--- src/hw/gtsw_defs.svh ---
// Constants of the gear tooth switch logic
`ifndef GTSW_DEFS_SVH
`define GTSW_DEFS_SVH
`define GTSW_SIG_W           12
`define GTSW_GAIN_W          4
`define GTSW_GAIN_RST        4'hf
`define GTSW_GAIN_MIN        4'h1
`define GTSW_STARTUP_HYS     12'h080
`define GTSW_VIB_LIMIT       12'h040
`define GTSW_OPT_LEVEL       12'h600
`define GTSW_OVR_LEVEL       12'h7f0
`define GTSW_CAL_PEAKS       3
`define GTSW_POWERUP_NS      1000
`define GTSW_CLK_MHZ         200
`define GTSW_POWERUP_CYC     ((`GTSW_POWERUP_NS * `GTSW_CLK_MHZ + 999) / 1000)
`define GTSW_GAIN_STEP_CYC   256
`define GTSW_WDOG_CYC        1000000
`define GTSW_OFS_SHIFT       6
`endif

--- src/hw/gtsw_pkg.sv ---
// Types of the gear tooth switch logic
package gtsw_pkg;
	typedef enum logic [2:0] {
		GTSW_POWERUP = 3'b000,
		GTSW_STARTUP = 3'b001,
		GTSW_CAL     = 3'b010,
		GTSW_RUN     = 3'b011
	} gtsw_mode_e;
endpackage

--- src/hw/gtsw_peak_track.sv ---
// Peak and valley tracker of the processed field signal
`timescale 1ns/1ps
`include "gtsw_defs.svh"
module gtsw_peak_track #(
	parameter int W = `GTSW_SIG_W
) (
	input  wire logic         sys_clk,
	input  wire logic         srst,
	input  wire logic         clk_en,
	input  wire logic         clear,
	input  wire logic         sample_vld,
	input  wire logic [W-1:0] sample,
	output logic      [W-1:0] peak_hi,
	output logic      [W-1:0] peak_lo,
	output logic      [W-1:0] p2p
);
	initial begin
		if (W < 4) $error("gtsw_peak_track: W too small");
	end

	logic [W-1:0] hi_r;
	logic [W-1:0] lo_r;
	logic [W-1:0] p2p_r;
	wire  [W-1:0] hi_nxt = (sample > hi_r) ? sample : hi_r;
	wire  [W-1:0] lo_nxt = (sample < lo_r) ? sample : lo_r;

	always_ff @(posedge sys_clk) begin
		if (srst || (clk_en && clear)) begin
			hi_r  <= '0;
			lo_r  <= '1;
			p2p_r <= '0;
		end else if (clk_en && sample_vld) begin
			hi_r  <= hi_nxt;
			lo_r  <= lo_nxt;
			p2p_r <= (hi_nxt > lo_nxt) ? hi_nxt - lo_nxt : '0;
		end
	end

	assign peak_hi = hi_r;
	assign peak_lo = lo_r;
	assign p2p     = p2p_r;
endmodule

--- src/hw/gtsw_switch_logic.sv ---
// Decision logic of the two-wire gear tooth sensor
`timescale 1ns/1ps
`include "gtsw_defs.svh"
module gtsw_switch_logic #(
	parameter int W         = `GTSW_SIG_W,
	parameter int GW        = `GTSW_GAIN_W,
	parameter int CAL_PEAKS = `GTSW_CAL_PEAKS,
	parameter int WDOG_CYC  = `GTSW_WDOG_CYC
) (
	input  wire logic          sys_clk,
	input  wire logic          srst,
	input  wire logic          clk_en,
	input  wire logic          sample_vld,
	input  wire logic [W-1:0]  processed_field_signal,
	input  wire logic          undervoltage_level,
	output logic               supply_current_output,
	output logic [GW-1:0]      gain,
	output logic [W-1:0]       offset_tracker,
	output logic [2:0]         mode,
	output logic               vib_blank
);
	initial begin
		if (W < 8 || GW < 2 || CAL_PEAKS < 3 || WDOG_CYC < 16)
			$error("gtsw_switch_logic: unsupported parameters");
	end

	localparam int PU_CYC = `GTSW_POWERUP_CYC;
	localparam logic [W-1:0] HYS  = W'(`GTSW_STARTUP_HYS);
	localparam logic [W-1:0] VIB  = W'(`GTSW_VIB_LIMIT);
	localparam logic [W-1:0] OPT  = W'(`GTSW_OPT_LEVEL);
	localparam logic [W-1:0] OVR  = W'(`GTSW_OVR_LEVEL);
	localparam logic [W-1:0] MID  = W'(1) << (W - 1);

	function automatic logic [W-1:0] midpoint(input logic [W-1:0] a, input logic [W-1:0] b);
		logic [W:0] s;
		s = {1'b0, a} + {1'b0, b};
		return s[W:1];
	endfunction

	gtsw_pkg::gtsw_mode_e mode_r;
	logic [31:0]  cnt_r;
	logic [31:0]  wdog_r;
	logic [15:0]  step_r;
	logic [7:0]   peaks_r;
	logic         out_r;
	logic [GW-1:0] gain_r;
	logic [W-1:0] ofs_r;
	logic [W-1:0] last_hi_r;
	logic [W-1:0] last_lo_r;
	logic [W-1:0] prev_r;
	logic         trk_clr;
	logic [W-1:0] pk_hi;
	logic [W-1:0] pk_lo;
	logic [W-1:0] p2p;

	// Offset correction is applied to every sample, so it covers all modes
	// The tracked offset is a deviation from mid-scale, so removing it re-centres the sample
	wire [W-1:0] sig      = processed_field_signal - ofs_r;
	wire         rising   = sig > prev_r;
	// Side of the start-up swing; a flat sample with drifting offset must not flip it
	wire         hi_side  = sig > midpoint(pk_hi, pk_lo);
	wire [W-1:0] thr      = midpoint(last_hi_r, last_lo_r);
	wire [W-1:0] hyst     = (last_hi_r - last_lo_r) >> 3;
	wire [W-1:0] op_thr   = thr + hyst;
	wire [W-1:0] rel_thr  = thr - hyst;
	wire         op_x     = (prev_r < op_thr) && (sig >= op_thr);
	wire         rel_x    = (prev_r > rel_thr) && (sig <= rel_thr);
	wire         start_ok = p2p > HYS;
	wire         running  = mode_r == gtsw_pkg::GTSW_RUN;
	wire         switching = mode_r == gtsw_pkg::GTSW_CAL || running;
	wire         vib      = running && ((last_hi_r - last_lo_r) < VIB);
	wire         edge_evt = switching && sample_vld && (op_x || rel_x) && !vib;
	wire         wdog_hit = switching && (wdog_r >= 32'(WDOG_CYC));
	wire [W-1:0] sig_abs  = sig >= MID ? sig - MID : MID - sig;

	gtsw_peak_track #(
		.W          (W)
	) u_track (
		.sys_clk    (sys_clk),
		.srst       (srst),
		.clk_en     (clk_en),
		.clear      (trk_clr),
		.sample_vld (sample_vld),
		.sample     (sig),
		.peak_hi    (pk_hi),
		.peak_lo    (pk_lo),
		.p2p        (p2p)
	);

	assign trk_clr = wdog_hit || (mode_r == gtsw_pkg::GTSW_POWERUP);

	always_ff @(posedge sys_clk) begin
		if (srst || (clk_en && wdog_hit)) begin
			mode_r    <= gtsw_pkg::GTSW_POWERUP;
			cnt_r     <= '0;
			wdog_r    <= '0;
			step_r    <= '0;
			peaks_r   <= '0;
			out_r     <= 1'b1;
			gain_r    <= GW'(`GTSW_GAIN_RST);
			last_hi_r <= MID;
			last_lo_r <= MID;
			prev_r    <= MID;
		end else if (clk_en) begin
			if (sample_vld)
				prev_r <= sig;
			case (mode_r)
				gtsw_pkg::GTSW_POWERUP: begin
					// Output held high until the front end has settled
					cnt_r <= cnt_r + 32'd1;
					if (cnt_r >= 32'(PU_CYC - 1))
						mode_r <= gtsw_pkg::GTSW_STARTUP;
				end
				gtsw_pkg::GTSW_STARTUP: begin
					if (sample_vld && start_ok) begin
						mode_r    <= gtsw_pkg::GTSW_CAL;
						last_hi_r <= pk_hi;
						last_lo_r <= pk_lo;
						// Threshold counts as already passed; only low side moves it
						if (hi_side)
							out_r <= 1'b1;
						else
							out_r <= 1'b0;
					end
				end
				gtsw_pkg::GTSW_CAL: begin
					if (edge_evt && op_x && !out_r) begin
						// Gain steps down by one, not below the minimum, on each rising edge whose peak lies above half the optimum level
						peaks_r <= peaks_r + 8'd1;
						if (pk_hi - MID > (OPT >> 1) && gain_r > `GTSW_GAIN_MIN)
							gain_r <= gain_r - GW'(1);
						if (peaks_r >= 8'(CAL_PEAKS - 1))
							mode_r <= gtsw_pkg::GTSW_RUN;
					end
				end
				gtsw_pkg::GTSW_RUN: begin
					// Slow downward gain steps only, so edges are not disturbed
					if (sig_abs > OVR >> 1 && gain_r > `GTSW_GAIN_MIN) begin
						if (step_r == 16'(`GTSW_GAIN_STEP_CYC - 1)) begin
							step_r <= '0;
							gain_r <= gain_r - GW'(1);
						end else begin
							step_r <= step_r + 16'd1;
						end
					end else begin
						step_r <= '0;
					end
				end
				default: mode_r <= gtsw_pkg::GTSW_POWERUP;
			endcase
			if (switching && sample_vld) begin
				// Edge peaks feed the next threshold
				if (!rising && prev_r > thr && prev_r > last_lo_r)
					last_hi_r <= prev_r;
				if (rising && prev_r < thr && prev_r < last_hi_r)
					last_lo_r <= prev_r;
			end
			if (edge_evt) begin
				out_r  <= op_x;
				wdog_r <= '0;
			end else if (switching) begin
				wdog_r <= wdog_r + 32'd1;
			end
		end
	end

	// Offset follows the slow average of the raw signal's deviation from mid-scale
	always_ff @(posedge sys_clk) begin
		if (srst)
			ofs_r <= '0;
		else if (clk_en && sample_vld)
			ofs_r <= ofs_r + W'($signed(processed_field_signal - MID - ofs_r)
				>>> `GTSW_OFS_SHIFT);
	end

	assign supply_current_output = out_r | undervoltage_level;
	assign gain                  = gain_r;
	assign offset_tracker        = ofs_r;
	assign mode                  = mode_r;
	assign vib_blank             = vib;
endmodule

--- config.mk ---
export PLATFORM = sky130hd
export DESIGN_NAME = gtsw_switch_logic
export DESIGN_NICKNAME = d
export VERILOG_FILES = /design/src/hw/gtsw_pkg.sv /design/src/hw/gtsw_peak_track.sv /design/src/hw/gtsw_switch_logic.sv
export VERILOG_INCLUDE_DIRS = /design/src /design/src/hw
export SDC_FILE = /design/constraint.sdc
export NUM_CORES = 1
export LEC_CHECK = 0
export BUFFER_PORTS_ARGS = -buffer_cell sky130_fd_sc_hd__buf_2
export CORE_MARGIN = 2
export CORE_UTILIZATION = 45
export CTS_CLUSTER_DIAMETER = 30
export DETAILED_ROUTE_END_ITERATION = 10
export GPL_TIMING_DRIVEN = 0
export SLEW_MARGIN = 25
export SYNTH_ARGS = -nofsm -noshare
export SYNTH_HDL_FRONTEND = slang
export SYNTH_SLANG_ARGS = --single-unit
--- constraint.sdc ---
create_clock -name sys_clk -period 15.3 [get_ports sys_clk]
set_clock_uncertainty 0.2 [all_clocks]
set_input_delay 0 -clock sys_clk [delete_from_list [all_inputs] [get_ports sys_clk]]
set_output_delay 0 -clock sys_clk [all_outputs]
set_load 0.01 [all_outputs]
==> results.rst <==
.. list-table::
   :header-rows: 1

   * - Metric
     - Value
   * - Number of max-cap violations
     - 0
   * - Die height
     - 190 µm
   * - CP bufs+invs
     - 4
   * - Worst-Skew Late Latency
     - 0.44 ns
   * - Violation count after the first detailed-route iteration
     - 985
   * - Setup slack of the critical path after layout
     - 7.31 ns
   * - Internal reg-to-reg setup slack
     - 7.31 ns
   * - Result of the run
     - finished, final reports clean
   * - Pre-antenna DRT Iters
     - 5
   * - Family with the most delay on the worst path
     - compound AO/OA/AOI/OAI gates
   * - Worst IR drop on VDD
     - 0.154 mV
   * - Proportion of register bits with asynchronous set or reset after synthesis
     - 0%
   * - Number of enable flip-flop cells after synthesis
     - 0
   * - Largest family of logic cells by synthesized area
     - compound AO/OA/AOI/OAI gates
   * - Min-delay worst type
     - in2out
   * - Cell Pwr Density
     - 165 mW/mm²
   * - Fraction of layout instances using a drive strength above 1
     - 5.97%
   * - Wire length of the first global-routing pass
     - 72.7 mm
   * - Arithmetic-cell share of the synthesized area counting full adders, half adders and majority gates
     - 20.2%
   * - Source of the worst hold timing path
     - undervoltage_level
   * - Total chip power
     - 0.00282 W
   * - Avg Synthesized Cell Area
     - 7.91 µm²
   * - Hold-fix buffers, CTS
     - 3
   * - Io pins
     - 38
   * - Row cnt
     - 68
   * - XOR/XNOR share of the synthesized area
     - 7.38%
   * - Drc violations
     - 0
   * - Final-report hold violation count
     - 0
   * - Part of the Yosys area used for sequential elements
     - 23.1%
   * - Tmin final
     - 7.99 ns
   * - Area taken by multi-input logic gates
     - 0.0111 mm²
   * - Hold slack
     - 0.0649 ns
   * - Synthesized instance count
     - 1,965
   * - Worst Setup End Kind
     - flip-flop
   * - Fraction of the mapped netlist area in compound gates
     - 21.9%
   * - Overall track demand over capacity in global routing
     - 25.5%
   * - Root buffer cell
     - sky130_fd_sc_hd__clkbuf_16
   * - Number of library cell types mapped by synthesis
     - 84
   * - Final setup fails
     - 0
   * - Crit-path slowest cell
     - sky130_fd_sc_hd__clkinv_1
   * - Maximum number of pins on one net before global-route repair
     - 18
   * - Growth of design area from synthesis to finish
     - 9.78%
   * - Routability-driven placement congestion ratio
     - 0.918
   * - Cell type with the highest aggregate area in the netlist
     - sky130_fd_sc_hd__dfxtp_1
   * - Leading post-synthesis cells by cell area
     - sky130_fd_sc_hd__dfxtp_1, sky130_fd_sc_hd__ha_1, sky130_fd_sc_hd__a21oi_1
   * - Cell count after placement
     - 2,463
   * - Non-filler instance count after layout
     - 2,497
   * - Register Area
     - 0.00358 mm²
   * - Crit path top cell by count
     - sky130_fd_sc_hd__o21ai_0
   * - Cell area after synthesis
     - 0.0155 mm²
   * - Total grt overflow
     - 0
   * - Routed via count
     - 14,400
   * - Maximum level of the CTS H-tree
     - 4
   * - Number of filler cells placed in the layout
     - 3,316
   * - Static leakage power
     - 7.29 nW
   * - Main flop type after synthesis
     - sky130_fd_sc_hd__dfxtp_1
   * - Detailed-route vias per instance
     - 5.78
   * - Post-detailed-routing wire length
     - 45.8 mm
   * - Worst Path Max Fanout
     - 11
   * - Die area
     - 0.0360 mm²
   * - Die outline width
     - 190 µm
   * - Worst reg2reg path startpoint
     - offset_tracker[0]
   * - Area fraction in and, or, nand and nor cells after synthesis
     - 20.1%
   * - Yosys reg bits
     - 179
   * - Transition time of the tightest slew-check pin
     - 0.926 ns
   * - Post-DP HPWL
     - 35.9 mm
   * - Vias in the first global route
     - 13,600
   * - Final-layout setup total negative slack
     - 0 ns
   * - Portion of netlist area occupied by mux cells
     - 1.38%
   * - Number of nets with antenna violations after detailed routing
     - 0
   * - Number of I/O port buffers
     - 36
   * - CTS tree
     - built
   * - Peak per-stage delay on the critical path
     - 0.67 ns
   * - Number of max-slew violations in the final report
     - 0
   * - Clock Sinks
     - 179
   * - Critical path launch point type
     - flip-flop
   * - Critical path class
     - reg2reg
   * - Signal arrival time at the worst endpoint
     - 8.17 ns
   * - RSZ-0062 raised after global routing
     - no
   * - Remaining max-slew budget at the tightest pin
     - 37.3%
   * - Register clock-pin slew on the reported worst setup and hold paths
     - 0.07 ns
   * - Post-CTS sizing
     - 0
   * - Number of warnings printed during yosys synthesis
     - 0
   * - Starting density of the core
     - 45.3%
   * - Final period utilization
     - 52.2%
   * - Reg-to-Reg End
     - u_track.p2p[5]
   * - Area share of the largest cell type after synthesis
     - 23.1%
   * - Mapped Nets
     - 2,221
   * - Required time of the critical path
     - 15.48 ns
   * - Antenna cells
     - 0
   * - Core area
     - 0.0343 mm²
   * - WL per Instance
     - 18.3 µm
   * - Deepest clock path buffer count
     - 2
   * - Source of the critical timing path
     - offset_tracker[0]
   * - Count of buffers added by post-CTS timing repair for setup
     - 0
   * - # nets final
     - 2,286
   * - Number of cell instances on the worst register-to-register path
     - 29
   * - Depth of the worst hold-timing path
     - 3
   * - Number of antenna violations at the first check in global routing
     - 0
   * - Upper clock frequency limit
     - 125 MHz
   * - Min-Delay Endpoint
     - supply_current_output
   * - Worst setup timing slack at the placement stage
     - 6.94 ns
   * - Number of buffers inserted during clock tree synthesis
     - 17
-- metrics by stage --
step                      utilization, %  instance area [µm²]
final                               49.7                17100
after detailed placement            48.0                16400
after floorplan                        -                15500
after CTS                           49.7                17100
after global routing                49.7                17100
after global placement              47.5                16300
-- layout make-up --
class | count | share of cell area, %
Tap cell | 455 | 3.34
Clock inverter | 13 | 0.858
Clock buffer | 18 | 2.52
Sequential cell | 179 | 21.0
Timing Repair Buffer | 46 | 1.69
Buffer | 71 | 1.67
Inverter | 171 | 3.76
Multi-Input combinational cell | 1544 | 65.2
-- cell usage in the layout (no fill, tap or decap), types with 35 or more instances in the layout --
master                       n
sky130_fd_sc_hd__nand3_1    43
sky130_fd_sc_hd__ha_1      223
sky130_fd_sc_hd__xor2_1     55
sky130_fd_sc_hd__a21o_1     51
sky130_fd_sc_hd__dfxtp_1   179
sky130_fd_sc_hd__clkbuf_1   57
sky130_fd_sc_hd__inv_1     170
sky130_fd_sc_hd__nand4_1    37
sky130_fd_sc_hd__xnor2_1    67
sky130_fd_sc_hd__o21ai_0   111
sky130_fd_sc_hd__nand2_1   147
sky130_fd_sc_hd__buf_2      46
sky130_fd_sc_hd__nor2_1    152
sky130_fd_sc_hd__a211oi_1   39
sky130_fd_sc_hd__a21oi_1   154
sky130_fd_sc_hd__and3_1     35
-- per-layer routing --
metal  vias up  wire (µm)  global-route usage (%)
met5         -          0                       0
met1      6811      21400                    34.3
met4         0       1590                    9.42
li1       7144          -                       -
met3        80       2120                    2.71
met2       390      20700                    42.1
-- synth_stat cells, types with 30 or more instances --
library cell and count:
sky130_fd_sc_hd__a21oi_1 154, sky130_fd_sc_hd__o21ai_0 111, sky130_fd_sc_hd__inv_1 170, sky130_fd_sc_hd__nand2_1 147
sky130_fd_sc_hd__and3_1 35, sky130_fd_sc_hd__a21o_1 51, sky130_fd_sc_hd__dfxtp_1 179, sky130_fd_sc_hd__nor2_1 152
sky130_fd_sc_hd__nand3_1 43, sky130_fd_sc_hd__nand4_1 37, sky130_fd_sc_hd__nand2b_1 30, sky130_fd_sc_hd__xor2_1 58
sky130_fd_sc_hd__nor3_1 34, sky130_fd_sc_hd__ha_1 223, sky130_fd_sc_hd__xnor2_1 73, sky130_fd_sc_hd__clkbuf_1 56
sky130_fd_sc_hd__a211oi_1 40
-- cells by family (layout without fill, tap and decap cells) --
| family | count (synthesis) | count (layout) |
|---|---|---|
| flops | 179 | 179 |
| simple gates | 622 | 622 |
| mux | 21 | 21 |
| other cells | 1 | 1 |
| xor+xnor | 131 | 131 |
| fa+ha+maj | 241 | 241 |
| buf+inv | 242 | 319 |
| compound gates | 528 | 528 |
-- worst min-delay path: cells and delay by family --
kind / cells / cell delay, ns
buffers and inverters: 2 / 0.18
AND/OR/NAND/NOR: 1 / 0.08
-- registers in the layout (all words and copies together) (netlist names) --
name,count
peaks_r,8
step_r,16
mode,2
prev_r,12
offset_tracker,12
last_lo_r,12
u_track.peak_hi,12
cnt_r,32
last_hi_r,12
wdog_r,32
gain,4
u_track.peak_lo,12
out_r,1
u_track.p2p,12
-- power by group --
| part | internal, W | switching [W] | total [W] |
|---|---|---|---|
| logic | 0.000738 | 0.00109 | 0.00183 |
| clock network | 0.000230 | 0.000213 | 0.000444 |
| registers | 0.000496 | 0.0000545 | 0.000550 |
-- worst max path at each step --
stage | endpoint | cells after the start
floorplan | u_track.p2p[10] | 29
global placement | u_track.p2p[10] | 29
detailed placement | u_track.p2p[7] | 29
CTS | u_track.p2p[5] | 29
global route | u_track.p2p[5] | 29
finish | u_track.p2p[5] | 29
Power figures use the tool's default switching activity.
